===== src/core/afr_cfg.svh =====
/*
  Register offsets, field positions, reset values and timing counts for the
  converter function register bank. Assumes an 8-bit address and 8-bit data
  register port driven by the serial configuration port.
*/
`ifndef AFR_CFG_SVH
`define AFR_CFG_SVH

// ----------------------------------------------------------------------
// Register offsets
// ----------------------------------------------------------------------
`define AFR_ADDR_POWER_MODES    8'h08
`define AFR_ADDR_CLOCK_CONTROL  8'h09
`define AFR_ADDR_TEST_PATTERN   8'h0D
`define AFR_ADDR_ANALOG_INPUT   8'h0F
`define AFR_ADDR_OUTPUT_FORMAT  8'h14
`define AFR_ADDR_LVDS_DRIVE     8'h15
`define AFR_ADDR_CLOCK_PHASE    8'h16
`define AFR_ADDR_OUTPUT_DELAY   8'h17
`define AFR_ADDR_REF_RANGE      8'h18
`define AFR_ADDR_OVERRANGE      8'h2A
`define AFR_ADDR_DEVICE_UPDATE  8'hFF
`define AFR_SHADOW_LO           8'h08
`define AFR_SHADOW_HI           8'h18
`define AFR_COMMIT_VALUE        8'h01

// ----------------------------------------------------------------------
// Reset values
// ----------------------------------------------------------------------
`define AFR_RST_POWER_MODES     8'h00
`define AFR_RST_CLOCK_CONTROL   8'h01
`define AFR_RST_TEST_PATTERN    8'h00
`define AFR_RST_ANALOG_INPUT    8'h00
`define AFR_RST_OUTPUT_FORMAT   8'h00
`define AFR_RST_LVDS_DRIVE      8'h00
`define AFR_RST_CLOCK_PHASE     8'h03
`define AFR_RST_OVERRANGE       8'h01

// ----------------------------------------------------------------------
// Field positions
// ----------------------------------------------------------------------
`define AFR_BIT_STANDBY_SEL     5
`define AFR_BIT_DCS_EN          0
`define AFR_BIT_PN23_RST        5
`define AFR_BIT_PN9_RST         4
`define AFR_BIT_AIN_DISABLE     2
`define AFR_BIT_CM_OUT_EN       1
`define AFR_BIT_DRV_DISABLE     4
`define AFR_BIT_DDR_EN          3
`define AFR_BIT_OUT_INVERT      2
`define AFR_BIT_CLK_INVERT      7
`define AFR_BIT_DELAY_DISABLE   7
`define AFR_BIT_OVR_POS         1
`define AFR_BIT_OVR_EN          0

// ----------------------------------------------------------------------
// Timing
// ----------------------------------------------------------------------
`define AFR_MAX_DELAY_PS        3200
`define AFR_MAX_DELAY_CODE      5'h1F

`endif


===== src/core/afr_pkg.sv =====
/*
  Types for the converter function register bank. Assumes afr_cfg.svh
  carries every number.
*/
package afr_pkg;

   // -------------------------------------------------------------------
   // Chip operating modes
   // -------------------------------------------------------------------
   typedef enum logic [2:0]
   {
      AFR_OP_NORMAL   = 3'h0,
      AFR_OP_PWRDOWN  = 3'h1,
      AFR_OP_STANDBY  = 3'h2,
      AFR_OP_NORMAL_B = 3'h3
   } afr_op_e;

   // -------------------------------------------------------------------
   // Output test patterns
   // -------------------------------------------------------------------
   typedef enum logic [3:0]
   {
      AFR_TP_OFF      = 4'h0,
      AFR_TP_MIDSCALE = 4'h1,
      AFR_TP_POS_FS   = 4'h2,
      AFR_TP_NEG_FS   = 4'h3,
      AFR_TP_CHECKER  = 4'h4,
      AFR_TP_PN23     = 4'h5,
      AFR_TP_PN9      = 4'h6,
      AFR_TP_TOGGLE   = 4'h7
   } afr_tp_e;

   typedef logic [7:0] afr_byte_t;

endpackage : afr_pkg


===== src/core/afr_port_if.sv =====
/*
  Write port carrier between the register bank and its shadow stage.
  Assumes one clock shared by both ends.
*/
`timescale 1ns/1ps

interface afr_port_if;
   logic        wr_en;      // One-cycle write strobe.
   logic [7:0]  wr_addr;    // Register address.
   logic [7:0]  wr_data;    // Write data.
   logic        commit;     // One-cycle shadow commit pulse.

   modport src
   (
      output wr_en,
      output wr_addr,
      output wr_data,
      output commit
   );

   modport dst
   (
      input  wr_en,
      input  wr_addr,
      input  wr_data,
      input  commit
   );
endinterface : afr_port_if


===== src/core/afr_bank.sv =====
/*
  Converter function register bank: shadowed staging, commit on transfer
  command, decoded control outputs to the datapath. Assumes the serial port
  framer delivers one-cycle write and read strobes synchronous to clock.
*/
`timescale 1ns/1ps
`include "afr_cfg.svh"

module afr_bank
(
   input  wire logic            clock,          // System clock, 200 MHz.
   input  wire logic            rst,            // Asynchronous reset, active high.
   input  wire logic            clk_en,         // Freezes all state when low.
   input  wire logic            wr_en,          // Register write strobe.
   input  wire logic            rd_en,          // Register read strobe.
   input  wire logic [7:0]      addr,           // Register address.
   input  wire logic [7:0]      wr_data,        // Write data.
   output afr_pkg::afr_byte_t   rd_data,        // Read data, registered.
   output afr_pkg::afr_op_e     op_mode,        // Active chip operating mode.
   output logic                 power_standby_select, // Power-down pin meaning.
   output logic                 dcs_enable,     // Duty cycle stabilizer on.
   output afr_pkg::afr_tp_e     test_pattern,   // Active test pattern.
   output logic                 test_active,    // Test data replaces samples.
   output logic                 pn23_reset,     // Hold PN23 generator reset.
   output logic                 pn9_reset,      // Hold PN9 generator reset.
   output logic                 ain_disconnect, // Analog input disconnected.
   output logic                 common_mode_output, // Common-mode output on.
   output logic                 drv_disable,    // Output drivers off.
   output logic                 ddr_enable,     // Double data rate output.
   output logic                 out_invert,     // Output data inverted.
   output logic [1:0]           out_format,     // Output data format.
   output logic [3:0]           lvds_drive,     // Drive current setting.
   output logic                 dclk_invert,    // Data clock inverted.
   output logic                 delay_enable,   // Output delay active.
   output logic [4:0]           delay_code,     // Output delay step.
   output logic [4:0]           range_code,     // Full-scale range code.
   output logic                 ovr_enable,     // Overrange indicator on.
   output logic                 ovr_alt_pins    // Overrange on second pin pair.
);
   import afr_pkg::*;

   // -------------------------------------------------------------------
   // Decode helpers
   // -------------------------------------------------------------------
   function automatic logic is_shadowed(input logic [7:0] a);
      return (a >= `AFR_SHADOW_LO) && (a <= `AFR_SHADOW_HI);
   endfunction : is_shadowed

   function automatic logic [4:0] sidx(input logic [7:0] a);
      return 5'(a - `AFR_SHADOW_LO);
   endfunction : sidx

   // Only pattern codes that name a pattern are accepted; others map to off.
   function automatic afr_tp_e tp_decode(input logic [3:0] c);
      return (c <= 4'h7) ? afr_tp_e'(c) : AFR_TP_OFF;
   endfunction : tp_decode

   afr_port_if port ();
   logic [7:0] stage  [17];
   logic [7:0] active [17];
   logic [7:0] next_active [17];
   logic [7:0] ovr_cfg;
   logic [7:0] next_ovr_cfg;
   afr_byte_t  next_rd_data;
   logic       commit_pend;

   // -------------------------------------------------------------------
   // Write routing
   // -------------------------------------------------------------------
   // shadow commit decode
   // The transfer bit is never stored, so it reads back as cleared at once.
   assign commit_pend   = wr_en && addr == `AFR_ADDR_DEVICE_UPDATE &&
                          wr_data == `AFR_COMMIT_VALUE;
   assign port.wr_en    = wr_en;
   assign port.wr_addr  = addr;
   assign port.wr_data  = wr_data;
   assign port.commit   = commit_pend;

   afr_shadow u_shadow
   (
      .clock  (clock),
      .rst    (rst),
      .clk_en (clk_en),
      .port   (port.dst),
      .stage  (stage)
   );

   // -------------------------------------------------------------------
   // Active registers
   // -------------------------------------------------------------------
   // simultaneous apply
   // All shadowed bytes move together so the datapath never sees a mix.
   always_comb
   begin
      next_active = active;
      if (port.commit)
      begin
         next_active = stage;
      end
   end

   // reset preload
   // Delay and range bytes have no listed default and ride through reset.
   always_ff @(posedge clock or posedge rst)
   begin
      if (rst)
      begin
         for (int i = 0; i < 17; i++)
         begin
            if (i != 15 && i != 16)
            begin
               active[i] <= 8'h00;
            end
         end
         active[0]  <= `AFR_RST_POWER_MODES;
         active[1]  <= `AFR_RST_CLOCK_CONTROL;
         active[14] <= `AFR_RST_CLOCK_PHASE;
      end
      else if (clk_en)
      begin
         active <= next_active;
      end
   end

   // Overrange register sits outside the shadowed range: writes apply at once.
   always_comb
   begin
      next_ovr_cfg = ovr_cfg;
      if (wr_en && addr == `AFR_ADDR_OVERRANGE)
      begin
         next_ovr_cfg = wr_data;
      end
   end

   always_ff @(posedge clock or posedge rst)
   begin
      if (rst)
      begin
         ovr_cfg <= `AFR_RST_OVERRANGE;
      end
      else if (clk_en)
      begin
         ovr_cfg <= next_ovr_cfg;
      end
   end

   // -------------------------------------------------------------------
   // Read path
   // -------------------------------------------------------------------
   // Shadowed reads return the staged value: the last write, unless a reset has since loaded a default; overrange reads ovr_cfg, others zero.
   always_comb
   begin
      next_rd_data = rd_data;
      if (rd_en)
      begin
         next_rd_data = 8'h00;
         if (is_shadowed(addr))
         begin
            next_rd_data = stage[sidx(addr)];
         end
         else if (addr == `AFR_ADDR_OVERRANGE)
         begin
            next_rd_data = ovr_cfg;
         end
      end
   end

   always_ff @(posedge clock or posedge rst)
   begin
      if (rst)
      begin
         rd_data <= 8'h00;
      end
      else if (clk_en)
      begin
         rd_data <= next_rd_data;
      end
   end

   // -------------------------------------------------------------------
   // Decoded control outputs
   // -------------------------------------------------------------------
   // Outputs are registered from the active copy and ovr_cfg, one cycle after the copy or ovr_cfg loads.
   always_ff @(posedge clock or posedge rst)
   begin
      if (rst)
      begin
         op_mode              <= AFR_OP_NORMAL;
         power_standby_select <= 1'b0;
         dcs_enable           <= 1'b1;
         test_pattern         <= AFR_TP_OFF;
         test_active          <= 1'b0;
         pn23_reset           <= 1'b0;
         pn9_reset            <= 1'b0;
         ain_disconnect       <= 1'b0;
         common_mode_output   <= 1'b0;
         drv_disable          <= 1'b0;
         ddr_enable           <= 1'b0;
         out_invert           <= 1'b0;
         out_format           <= 2'h0;
         lvds_drive           <= 4'h0;
         dclk_invert          <= 1'b0;
         delay_enable         <= 1'b1;
         delay_code           <= 5'h00;
         range_code           <= 5'h00;
         ovr_enable           <= 1'b1;
         ovr_alt_pins         <= 1'b0;
      end
      else if (clk_en)
      begin
         op_mode              <= afr_op_e'(active[0][2:0]);
         power_standby_select <= active[0][`AFR_BIT_STANDBY_SEL];
         dcs_enable           <= active[1][`AFR_BIT_DCS_EN];
         test_pattern         <= tp_decode(active[5][3:0]);
         test_active          <= tp_decode(active[5][3:0]) != AFR_TP_OFF;
         pn23_reset           <= active[5][`AFR_BIT_PN23_RST];
         pn9_reset            <= active[5][`AFR_BIT_PN9_RST];
         ain_disconnect       <= active[7][`AFR_BIT_AIN_DISABLE];
         common_mode_output   <= active[7][`AFR_BIT_CM_OUT_EN];
         drv_disable          <= active[12][`AFR_BIT_DRV_DISABLE];
         ddr_enable           <= active[12][`AFR_BIT_DDR_EN];
         out_invert           <= active[12][`AFR_BIT_OUT_INVERT];
         out_format           <= active[12][1:0];
         lvds_drive           <= active[13][3:0];
         dclk_invert          <= active[14][`AFR_BIT_CLK_INVERT];
         delay_enable         <= ~active[15][`AFR_BIT_DELAY_DISABLE];
         delay_code           <= active[15][4:0];
         range_code           <= active[16][4:0];
         ovr_enable           <= ovr_cfg[`AFR_BIT_OVR_EN];
         ovr_alt_pins         <= ovr_cfg[`AFR_BIT_OVR_POS] &
                                 active[12][`AFR_BIT_DDR_EN];
      end
   end

endmodule : afr_bank


===== src/core/afr_shadow.sv =====
/*
  Shadow stage: holds the staged values of the shadowed registers until a
  commit pulse. Assumes the main bank decodes the transfer command.
*/
`timescale 1ns/1ps
`include "afr_cfg.svh"

module afr_shadow
(
   input  wire logic      clock,     // System clock.
   input  wire logic      rst,       // Asynchronous reset, active high.
   input  wire logic      clk_en,    // Freezes all state when low.
   afr_port_if.dst        port,      // Write and commit strobes.
   output logic [7:0]     stage [17] // Staged bytes, index addr-0x08.
);
   import afr_pkg::*;

   logic [7:0] next_stage [17];

   // -------------------------------------------------------------------
   // Staging writes
   // -------------------------------------------------------------------
   // A write lands only in staging; the active copy waits for the commit.
   always_comb
   begin
      next_stage = stage;
      if (port.wr_en && port.wr_addr >= `AFR_SHADOW_LO &&
          port.wr_addr <= `AFR_SHADOW_HI)
      begin
         next_stage[5'(port.wr_addr - `AFR_SHADOW_LO)] = port.wr_data;
      end
   end

   // staged defaults kept
   // Staging holds the reset defaults so a bare commit restores them. Delay
   // and range bytes have no default and keep what software last wrote, so
   // a later commit cannot wipe the value the active copy kept through reset.
   always_ff @(posedge clock or posedge rst)
   begin
      if (rst)
      begin
         for (int i = 0; i < 17; i++)
         begin
            if (i != 15 && i != 16)
            begin
               stage[i] <= 8'h00;
            end
         end
         stage[0]  <= `AFR_RST_POWER_MODES;
         stage[1]  <= `AFR_RST_CLOCK_CONTROL;
         stage[14] <= `AFR_RST_CLOCK_PHASE;
      end
      else if (clk_en)
      begin
         stage <= next_stage;
      end
   end

endmodule : afr_shadow


===== config.mk =====
export PLATFORM = sky130hd
export DESIGN_NAME = afr_bank
export DESIGN_NICKNAME = d
export VERILOG_FILES = /design/src/core/afr_pkg.sv /design/src/core/afr_port_if.sv /design/src/core/afr_bank.sv /design/src/core/afr_shadow.sv
export VERILOG_INCLUDE_DIRS = /design/src /design/src/core
export SDC_FILE = /design/constraint.sdc
export NUM_CORES = 1
export LEC_CHECK = 0
export BUFFER_PORTS_ARGS = -buffer_cell sky130_fd_sc_hd__buf_2
export CAP_MARGIN = 10
export CELL_PAD_IN_SITES_DETAIL_PLACEMENT = 0
export CELL_PAD_IN_SITES_GLOBAL_PLACEMENT = 1
export CORE_MARGIN = 2
export CORE_UTILIZATION = 53
export CTS_BUF_LIST = sky130_fd_sc_hd__clkbuf_8
export CTS_CLUSTER_DIAMETER = 60
export CTS_CLUSTER_SIZE = 25
export DETAILED_ROUTE_END_ITERATION = 16
export PLACE_DENSITY_LB_ADDON = 0.12
export SYNTH_ARGS = -nofsm -noshare
export SYNTH_HDL_FRONTEND = slang
export SYNTH_SLANG_ARGS = --single-unit

===== constraint.sdc =====
create_clock -name clock -period 7.8 [get_ports clock]
set_input_delay 1.56 -clock clock [delete_from_list [all_inputs] [get_ports clock]]
set_output_delay 1.56 -clock clock [all_outputs]
set_load 0.1 [all_outputs]

==> results of run 1 <==
==> sequential cells by signal, summed over array words and instances, names as in the netlist, 2 cells and up <==
register	count
out_format	2
u_shadow.stage	136
rd_data	8
ovr_cfg	8
range_code	5
test_pattern	4
delay_code	5
lvds_drive	4
op_mode	3
active	34
==> cell type report <==
type	count	area share, %
sequential	223	53.7
timing repair buffer	73	3.62
clock buffer	17	2.20
multi-input combinational	344	35.9
tap	229	2.69
inverter	22	0.845
clock inverter	11	1.05
==> power by group <==
group	leakage (uW)	internal [uW]	switching, uW
logic	0.00197	46.8	132
clock network	0.000175	232	424
registers	0.00292	1190	12.6
==> cell families (layout without fill, tap and decap cells) <==
family | Yosys count | count (layout)
multiplexers | 229 | 229
buffers and inverters | 57 | 123
flip-flops | 223 | 223
AND/OR/NAND/NOR | 71 | 71
adder cells (fa/ha/maj) | 3 | 3
AO/OA/AOI/OAI | 41 | 41
==> final timing paths <==
| path | slack (ns) | start | endpoint |
|---|---|---|---|
| max | 3.95 | addr[2] | u_shadow.stage[108]$_DFFE_PP0P_ |
| min | 0.40 | active[15]$_DFFE_PP_ | delay_enable$_DFFE_PP1P_ |
| max reg2reg | 5.85 | u_shadow.stage[10]$_DFFE_PP_ | rd_data[2]$_DFFE_PP0P_ |
| min reg2reg | 0.40 | active[15]$_DFFE_PP_ | delay_enable$_DFFE_PP1P_ |
| max in group asynchronous | 5.17 | rst | range_code[2]$_DFFE_PP0P_ |
| min in group asynchronous | 1.24 | rst | u_shadow.stage[28]$_DFFE_PP0P_ |
==> metal layers <==
| layer | track usage [%] | routed length [um] | vias up |
|---|---|---|---|
| met5 | 0 | 0 | - |
| met2 | 34.8 | 9860 | 186 |
| met1 | 33.3 | 9750 | 2992 |
| li1 | - | - | 2458 |
| met4 | 6.05 | 550 | 0 |
| met3 | 3.41 | 1260 | 38 |
==> per-stage QoR <==
step / std cells / utilization [%] / power [uW]
final: 919 / 59.1 / 2040
after detailed placement: 891 / 57.2 / 1410
after global placement: 891 / 57.2 / 1400
after floorplan: 624 / - / 1360
after global routing: 919 / 59.1 / 2110
after CTS: 919 / 59.1 / 2060
==> cell usage in the layout (no fill, tap or decap), types with 5 or more instances in the layout <==
master	Yosys	final
nand4_1	6	6
nor3_1	7	7
clkbuf_8	0	17
nand2_1	9	9
a2111oi_0	5	5
nand3_1	6	6
nor2_1	8	8
o21ai_0	11	11
buf_4	0	8
buf_2	4	65
mux2i_1	8	8
edfxtp_1	27	27
dfrtp_1	188	188
inv_1	22	21
dfstp_2	8	8
mux2_2	189	189
mux4_2	32	32
==> summary.md, run 1 <==
| Metric | Value |
|---|---|
| Status | `complete, no violations` |
| Synth Area in Simple Gates | `~5.6%` |
| Dpl hpwl | `between 10 and 15 mm` |
| Critical Path, Cell by Cell | `buf_2 -> buf_4 -> or4b_4 -> a211oi_2 -> nand3_1 -> mux2_2` |
| Storage cell area | `between 5000 and 6000 um2` |
| Die area | `slightly below 20000 um2` |
| Worst slew pin tran | `1.18 ns` |
| Placed Area | `approximately 10000 um2` |
| Clock Latency Late Sink | `0.54 ns` |
| Post-CTS Setup Inserts | `0` |
| Crit path kind | `input port to flip-flop` |
| Largest family of logic cells by synthesized area | `multiplexers` |
| Most frequent cell after synthesis | `mux2_2` |
| Multi-input combinational cell area | `~3800 um2` |
| Final WL | `around 21 mm` |
| Worst Skew | `around 0.024 ns` |
| Post-Syn Area | `around 9800 um2` |
| Yosys reg bits | `between 200 and 250` |
| Cell depth of the worst setup path | `6` |
| Antenna Cells | `0` |
| Post-synth net total | `648` |
| Place WS | `~3.4 ns` |
| Max-cap violations | `0` |
| IO Pins | `between 60 and 70` |
| Yosys cell types | `51` |
| H-tree level count | `1` |
| Grt ovf | `0` |
| DR vias/cell | `between 6 and 7` |
| Filler cells | `approximately 1400` |
| Clock root cell | `clkbuf_8` |
| Worst Path Max Fanout | `42` |
| DRT iter0 DRCs | `roughly 420` |
| CP Data Required Time | `between 8 and 9 ns` |
| Asr flop ratio synth | `87.9%` |
| Die width | `between 100 and 150 um` |
| Via count | `around 5700` |
| Initial antenna violation count | `0` |
| Avg Inst Size Synth | `around 16 um2` |
| Register-to-Register Path Depth | `4` |
| Worst hold path type | `flip-flop to flip-flop` |
| Vias in the first global route | `between 5000 and 6000` |
| Fin. Hold Viols | `0` |
| Gate Count Post-Synth | `624` |
| Xor/xnor cell area share of the yosys netlist | `0%` |
| Worst Setup Start Kind | `input port` |
| Period utilization | `between 40 and 50%` |
| Sequential share of the synthesized area | `about 59%` |
| CTS Sinks | `223` |
| Total CTS buffers | `16` |
| Share of cells above drive strength 1 | `~50%` |
| Post-synthesis mux area share | `between 20% and 30%` |
| Setup TNS | `0 ns` |
| Die outline height | `~140 um` |
| Fin worst setup slack | `3.95 ns` |
| CTS tree | `built` |
| Crit path time final | `3.85 ns` |
| Relative slew slack | `a little under a fifth` |
| Synth top cells by count | `189 x mux2_2, 188 x dfrtp_1, 32 x mux4_2` |
| Post-Synth Adder-Cell Area | `0.384%` |
| DRC viols | `0` |
| Clock transition at path regs | `0.13 ns` |
| RSZ-0062 raised after global routing | `no` |
| Final net count | `roughly 700` |
| Port Buffers | `65` |
| Drt wl/cell | `around 23 um` |
| Global Route Usage Sum | `between 20 and 25%` |
| Core Area | `18000 um2` |
| Hold_ws | `0.396 ns` |
| WP buf/inv | `2` |
| Yosys warns | `0` |
| Pin count of the biggest net entering global routing | `about 130` |
| Crit end category | `flip-flop` |
| Initial Utilization | `between 50% and 60%` |
| Cell taking the most area after synthesis | `dfrtp_1` |
| Power Density | `approximately 190 nW/um2` |
| Antenna Violating Nets Remaining | `0` |
| Top_reg_cell synth | `dfrtp_1` |
| CP max stage delay | `between 0.6 and 0.7 ns` |
| RePlAce Congestion | `between 0.8 and 0.9` |
| Pins Over Slew Limit | `0` |
| Fmax | `between 200 and 300 MHz` |
| EDFF count, synth | `27` |
| Global-route wire length before repair | `about 34 mm` |
| Post-CTS sizing | `0` |
| Compound-cell area share of the yosys netlist | `3.15%` |
| Area grow syn2layout | `8.93%` |
| Critical path arrival | `4.26 ns` |
| Ranking of synthesized cells by area | `dfrtp_1 48%, mux2_2 22%, edfxtp_1 8.3%, mux4_2 7.4%, dfstp_2 2.1%` |
| CP top delay family | `simple AND/OR/NAND/NOR gates` |
| CTS Hold Bufs | `0` |
| Hold Crit Depth | `1` |
| Top cell type's share of synthesized area | `between 40% and 50%` |
| VDD IR max | `170 uV` |
| Pre-antenna DRT Iters | `5` |
| # rows | `between 40 and 50` |
| Design Area, Final | `approximately 11000 um2` |
| Final setup violation count | `0` |
| Worst-case clock buffer depth | `3` |
| Crit-path slowest cell | `or4b_4` |
| P_leak | `roughly 0.005 uW` |
(Power assumes the default switching activity.)
==> run 2: changes to the inputs <==
Clock period 7.8 ns to 3.6 ns, I/O delays scaled along.
==> summary.md, run 2 (synthesized netlist as in run 1, its figures left out) <==
| Metric | Value |
|---|---|
| Grt ovf | `0 (unchanged)` |
| Status | `complete, no violations (unchanged)` |
| Top flop regs | `u_shadow.stage x136, active x34 (unchanged)` |
| Hold_ws | `0.128 ns (was 0.396 ns)` |
| Dpl hpwl | `14.2 mm (was 13.9 mm)` |
| Post-CTS sizing | `0 (unchanged)` |
| Global Route Usage Sum | `22.3% (was 22.4%)` |
| CTS tree | `built (unchanged)` |
| Fin cells | `934 (was 919)` |
| Fin. Hold Viols | `0 (unchanged)` |
| Period utilization | `77.4%` |
| P_leak | `0.00515 uW (was 0.00506 uW)` |
| Critical path arrival | `3.20 ns (was 4.26 ns)` |
| Crit-path slowest cell | `or4_1 (was or4b_4)` |
| Setup TNS | `0 ns (unchanged)` |
| DR vias/cell | `6.06 (was 6.17)` |
| Worst slew pin tran | `0.709 ns (was 1.18 ns)` |
| Crit path kind | `input port to flip-flop (unchanged)` |
| Initial antenna violation count | `0 (unchanged)` |
| RSZ-0062 raised after global routing | `no (unchanged)` |
| Total CTS buffers | `15 (was 16)` |
| Initial Utilization | `54.3% (unchanged)` |
| WP buf/inv | `1 (was 2)` |
| Antenna Cells | `0 (unchanged)` |
| # rows | `49 (unchanged)` |
| Final net count | `721 (was 704)` |
| Post-CTS Setup Inserts | `0 (unchanged)` |
| H-tree level count | `1 (unchanged)` |
| Area grow syn2layout | `10.4% (was 8.93%)` |
| Placed Instances | `909 (was 891)` |
| Top reg by flops | `u_shadow.stage (unchanged)` |
| Fmax | `359 MHz` |
| Worst Skew | `0.0192 ns (was 0.0243 ns)` |
| RePlAce Congestion | `0.921 (was 0.875)` |
| Worst Path Max Fanout | `13 (was 42)` |
| Worst hold path type | `input port to asynchronous set/reset pin (was flip-flop to flip-flop)` |
| CP Data Required Time | `4.01 ns (was 8.22 ns)` |
| Via count | `5663 (was 5674)` |
| Drt wl/cell | `22.7 um (was 23.3 um)` |
| R2R Setup Slk | `1.69 ns (was 5.85 ns)` |
| Post-layout util | `59.9% (was 59.1%)` |
| Reg-to-reg endpoint | `rd_data[1]$_DFFE_PP0P_ (was rd_data[2]$_DFFE_PP0P_)` |
| Port Buffers | `65 (unchanged)` |
| DRC viols | `0 (unchanged)` |
| Share of cells above drive strength 1 | `51.2% (was 50.3%)` |
| Critical Path, Cell by Cell | `buf_2 -> ha_1 -> or4b_4 -> a211o_4 -> or4_1 -> mux2_2 (was buf_2 -> buf_4 -> or4b_4 -> a211oi_2 -> nand3_1 -> mux2_2)` |
| CTS Hold Bufs | `0 (unchanged)` |
| Power Density | `409 nW/um2 (was 191 nW/um2)` |
| VDD IR max | `367 uV (was 170 uV)` |
| Storage cell area | `5730 um2 (unchanged)` |
| Pins Over Slew Limit | `0 (unchanged)` |
| Worst Setup Start Kind | `input port (unchanged)` |
| Filler cells | `1400 (was 1407)` |
| Pin count of the biggest net entering global routing | `92 (was 131)` |
| Final WL | `21.2 mm (was 21.4 mm)` |
| Pre-antenna DRT Iters | `4 (was 5)` |
| Die area | `19600 um2 (unchanged)` |
| Antenna Violating Nets Remaining | `0 (unchanged)` |
| Commonest non-fill, non-tap cell in the layout | `mux2_2 (unchanged)` |
| Crit path time final | `between 2 and 3 ns` |
| DRT iter0 DRCs | `384 (was 424)` |
| IO Pins | `66 (unchanged)` |
| Multi-input combinational cell area | `3820 um2 (unchanged)` |
| Reg2reg start | `u_shadow.stage[9]$_DFFE_PP_ (was u_shadow.stage[10]$_DFFE_PP_)` |
| Final setup violation count | `0 (unchanged)` |
| Commonest cells after routing, fill and taps aside | `189 x mux2_2, 188 x dfrtp_1, 65 x buf_2 (unchanged)` |
| CP top delay family | `simple AND/OR/NAND/NOR gates (unchanged)` |
| Vias in the first global route | `5856 (was 5850)` |
| CP max stage delay | `0.72 ns (was 0.63 ns)` |
| Max reg flops | `136 (unchanged)` |
| Crit end category | `flip-flop (unchanged)` |
| Die outline height | `140 um (unchanged)` |
| Fin worst setup slack | `0.814 ns (was 3.95 ns)` |
| Register-to-Register Path Depth | `4 (unchanged)` |
| Clock transition at path regs | `0.13 ns (about the same)` |
| Core Area | `18000 um2 (unchanged)` |
| Max-cap violations | `0 (unchanged)` |
| Worst-case clock buffer depth | `3 (unchanged)` |
| Global-route wire length before repair | `33.9 mm (was 34.1 mm)` |
| Clock Latency Late Sink | `0.52 ns (was 0.54 ns)` |
| Clock root cell | `clkbuf_8 (unchanged)` |
| CTS Sinks | `223 (unchanged)` |
| Relative slew slack | `52.7% (was 19.0%)` |
| Die width | `140 um (unchanged)` |
| Place WS | `0.289 ns (was 3.40 ns)` |
run 2: cell count changes in the layout (fill, tap and decap cells not counted):
cell	before	now
bufinv_16	0	2
inv_1	21	22
clkbuf_8	17	15
inv_8	3	1
inv_6	4	1
buf_4	8	25
clkinvlp_4	1	2
buf_12	0	1
run 2: per-layer routing:
metal  track usage (%)  wire, um
met5                 0         0
met4              5.21       408
met3              3.68      1370
met2              34.2      9770
met1              33.7      9650
run 2: area by class of cell:
type	count	share of cell area (%)
flip-flops and latches	223	53.0
multi-input cells	344	35.4
repair buffers	91	4.94
well taps	229	2.65
clock buffers	15	1.91
clock inverters	10	1.27
inverters	22	0.800
run 2: stage by stage:
stage / area, um2 / power [uW]
2_1_floorplan: 9790 / 2950
6_report: 10800 / 4420
3_3_place_gp: 10500 / 3050
3_5_place_dp: 10500 / 3060
4_1_cts: 10800 / 4480
5_1_grt: 10800 / 4620
run 2: where the power goes:
part | total, uW | internal (uW) | switching (uW)
Sequential | 2610 | 2590 | 25.5
Combinational | 393 | 106 | 286
Clock | 1420 | 577 | 840
run 2: worst max path at each step:
stage / start / endpoint / slack [ns] / cells after the start
2_1_floorplan: rst / active[128]$_DFFE_PP0P_ / 0.35 / 1
6_report: addr[3] / u_shadow.stage[130]$_DFFE_PP0P_ / 0.81 / 6
5_1_grt: addr[3] / u_shadow.stage[59]$_DFFE_PP0P_ / 0.79 / 6
4_1_cts: addr[3] / u_shadow.stage[130]$_DFFE_PP0P_ / 0.85 / 6
3_3_place_gp: addr[3] / u_shadow.stage[132]$_DFFE_PP0P_ / 0.37 / 6
3_5_place_dp: addr[3] / u_shadow.stage[130]$_DFFE_PP0P_ / 0.29 / 6
run 2: worst reg2reg max path, delay by kind of cell, from the launching register on:
family / cells / cell delay [ns]
and+or+nand+nor: 1 / 0.10
AOI/OAI and AO/OA: 1 / 0.48
DFF: 1 / 0.42
muxes: 2 / 0.77
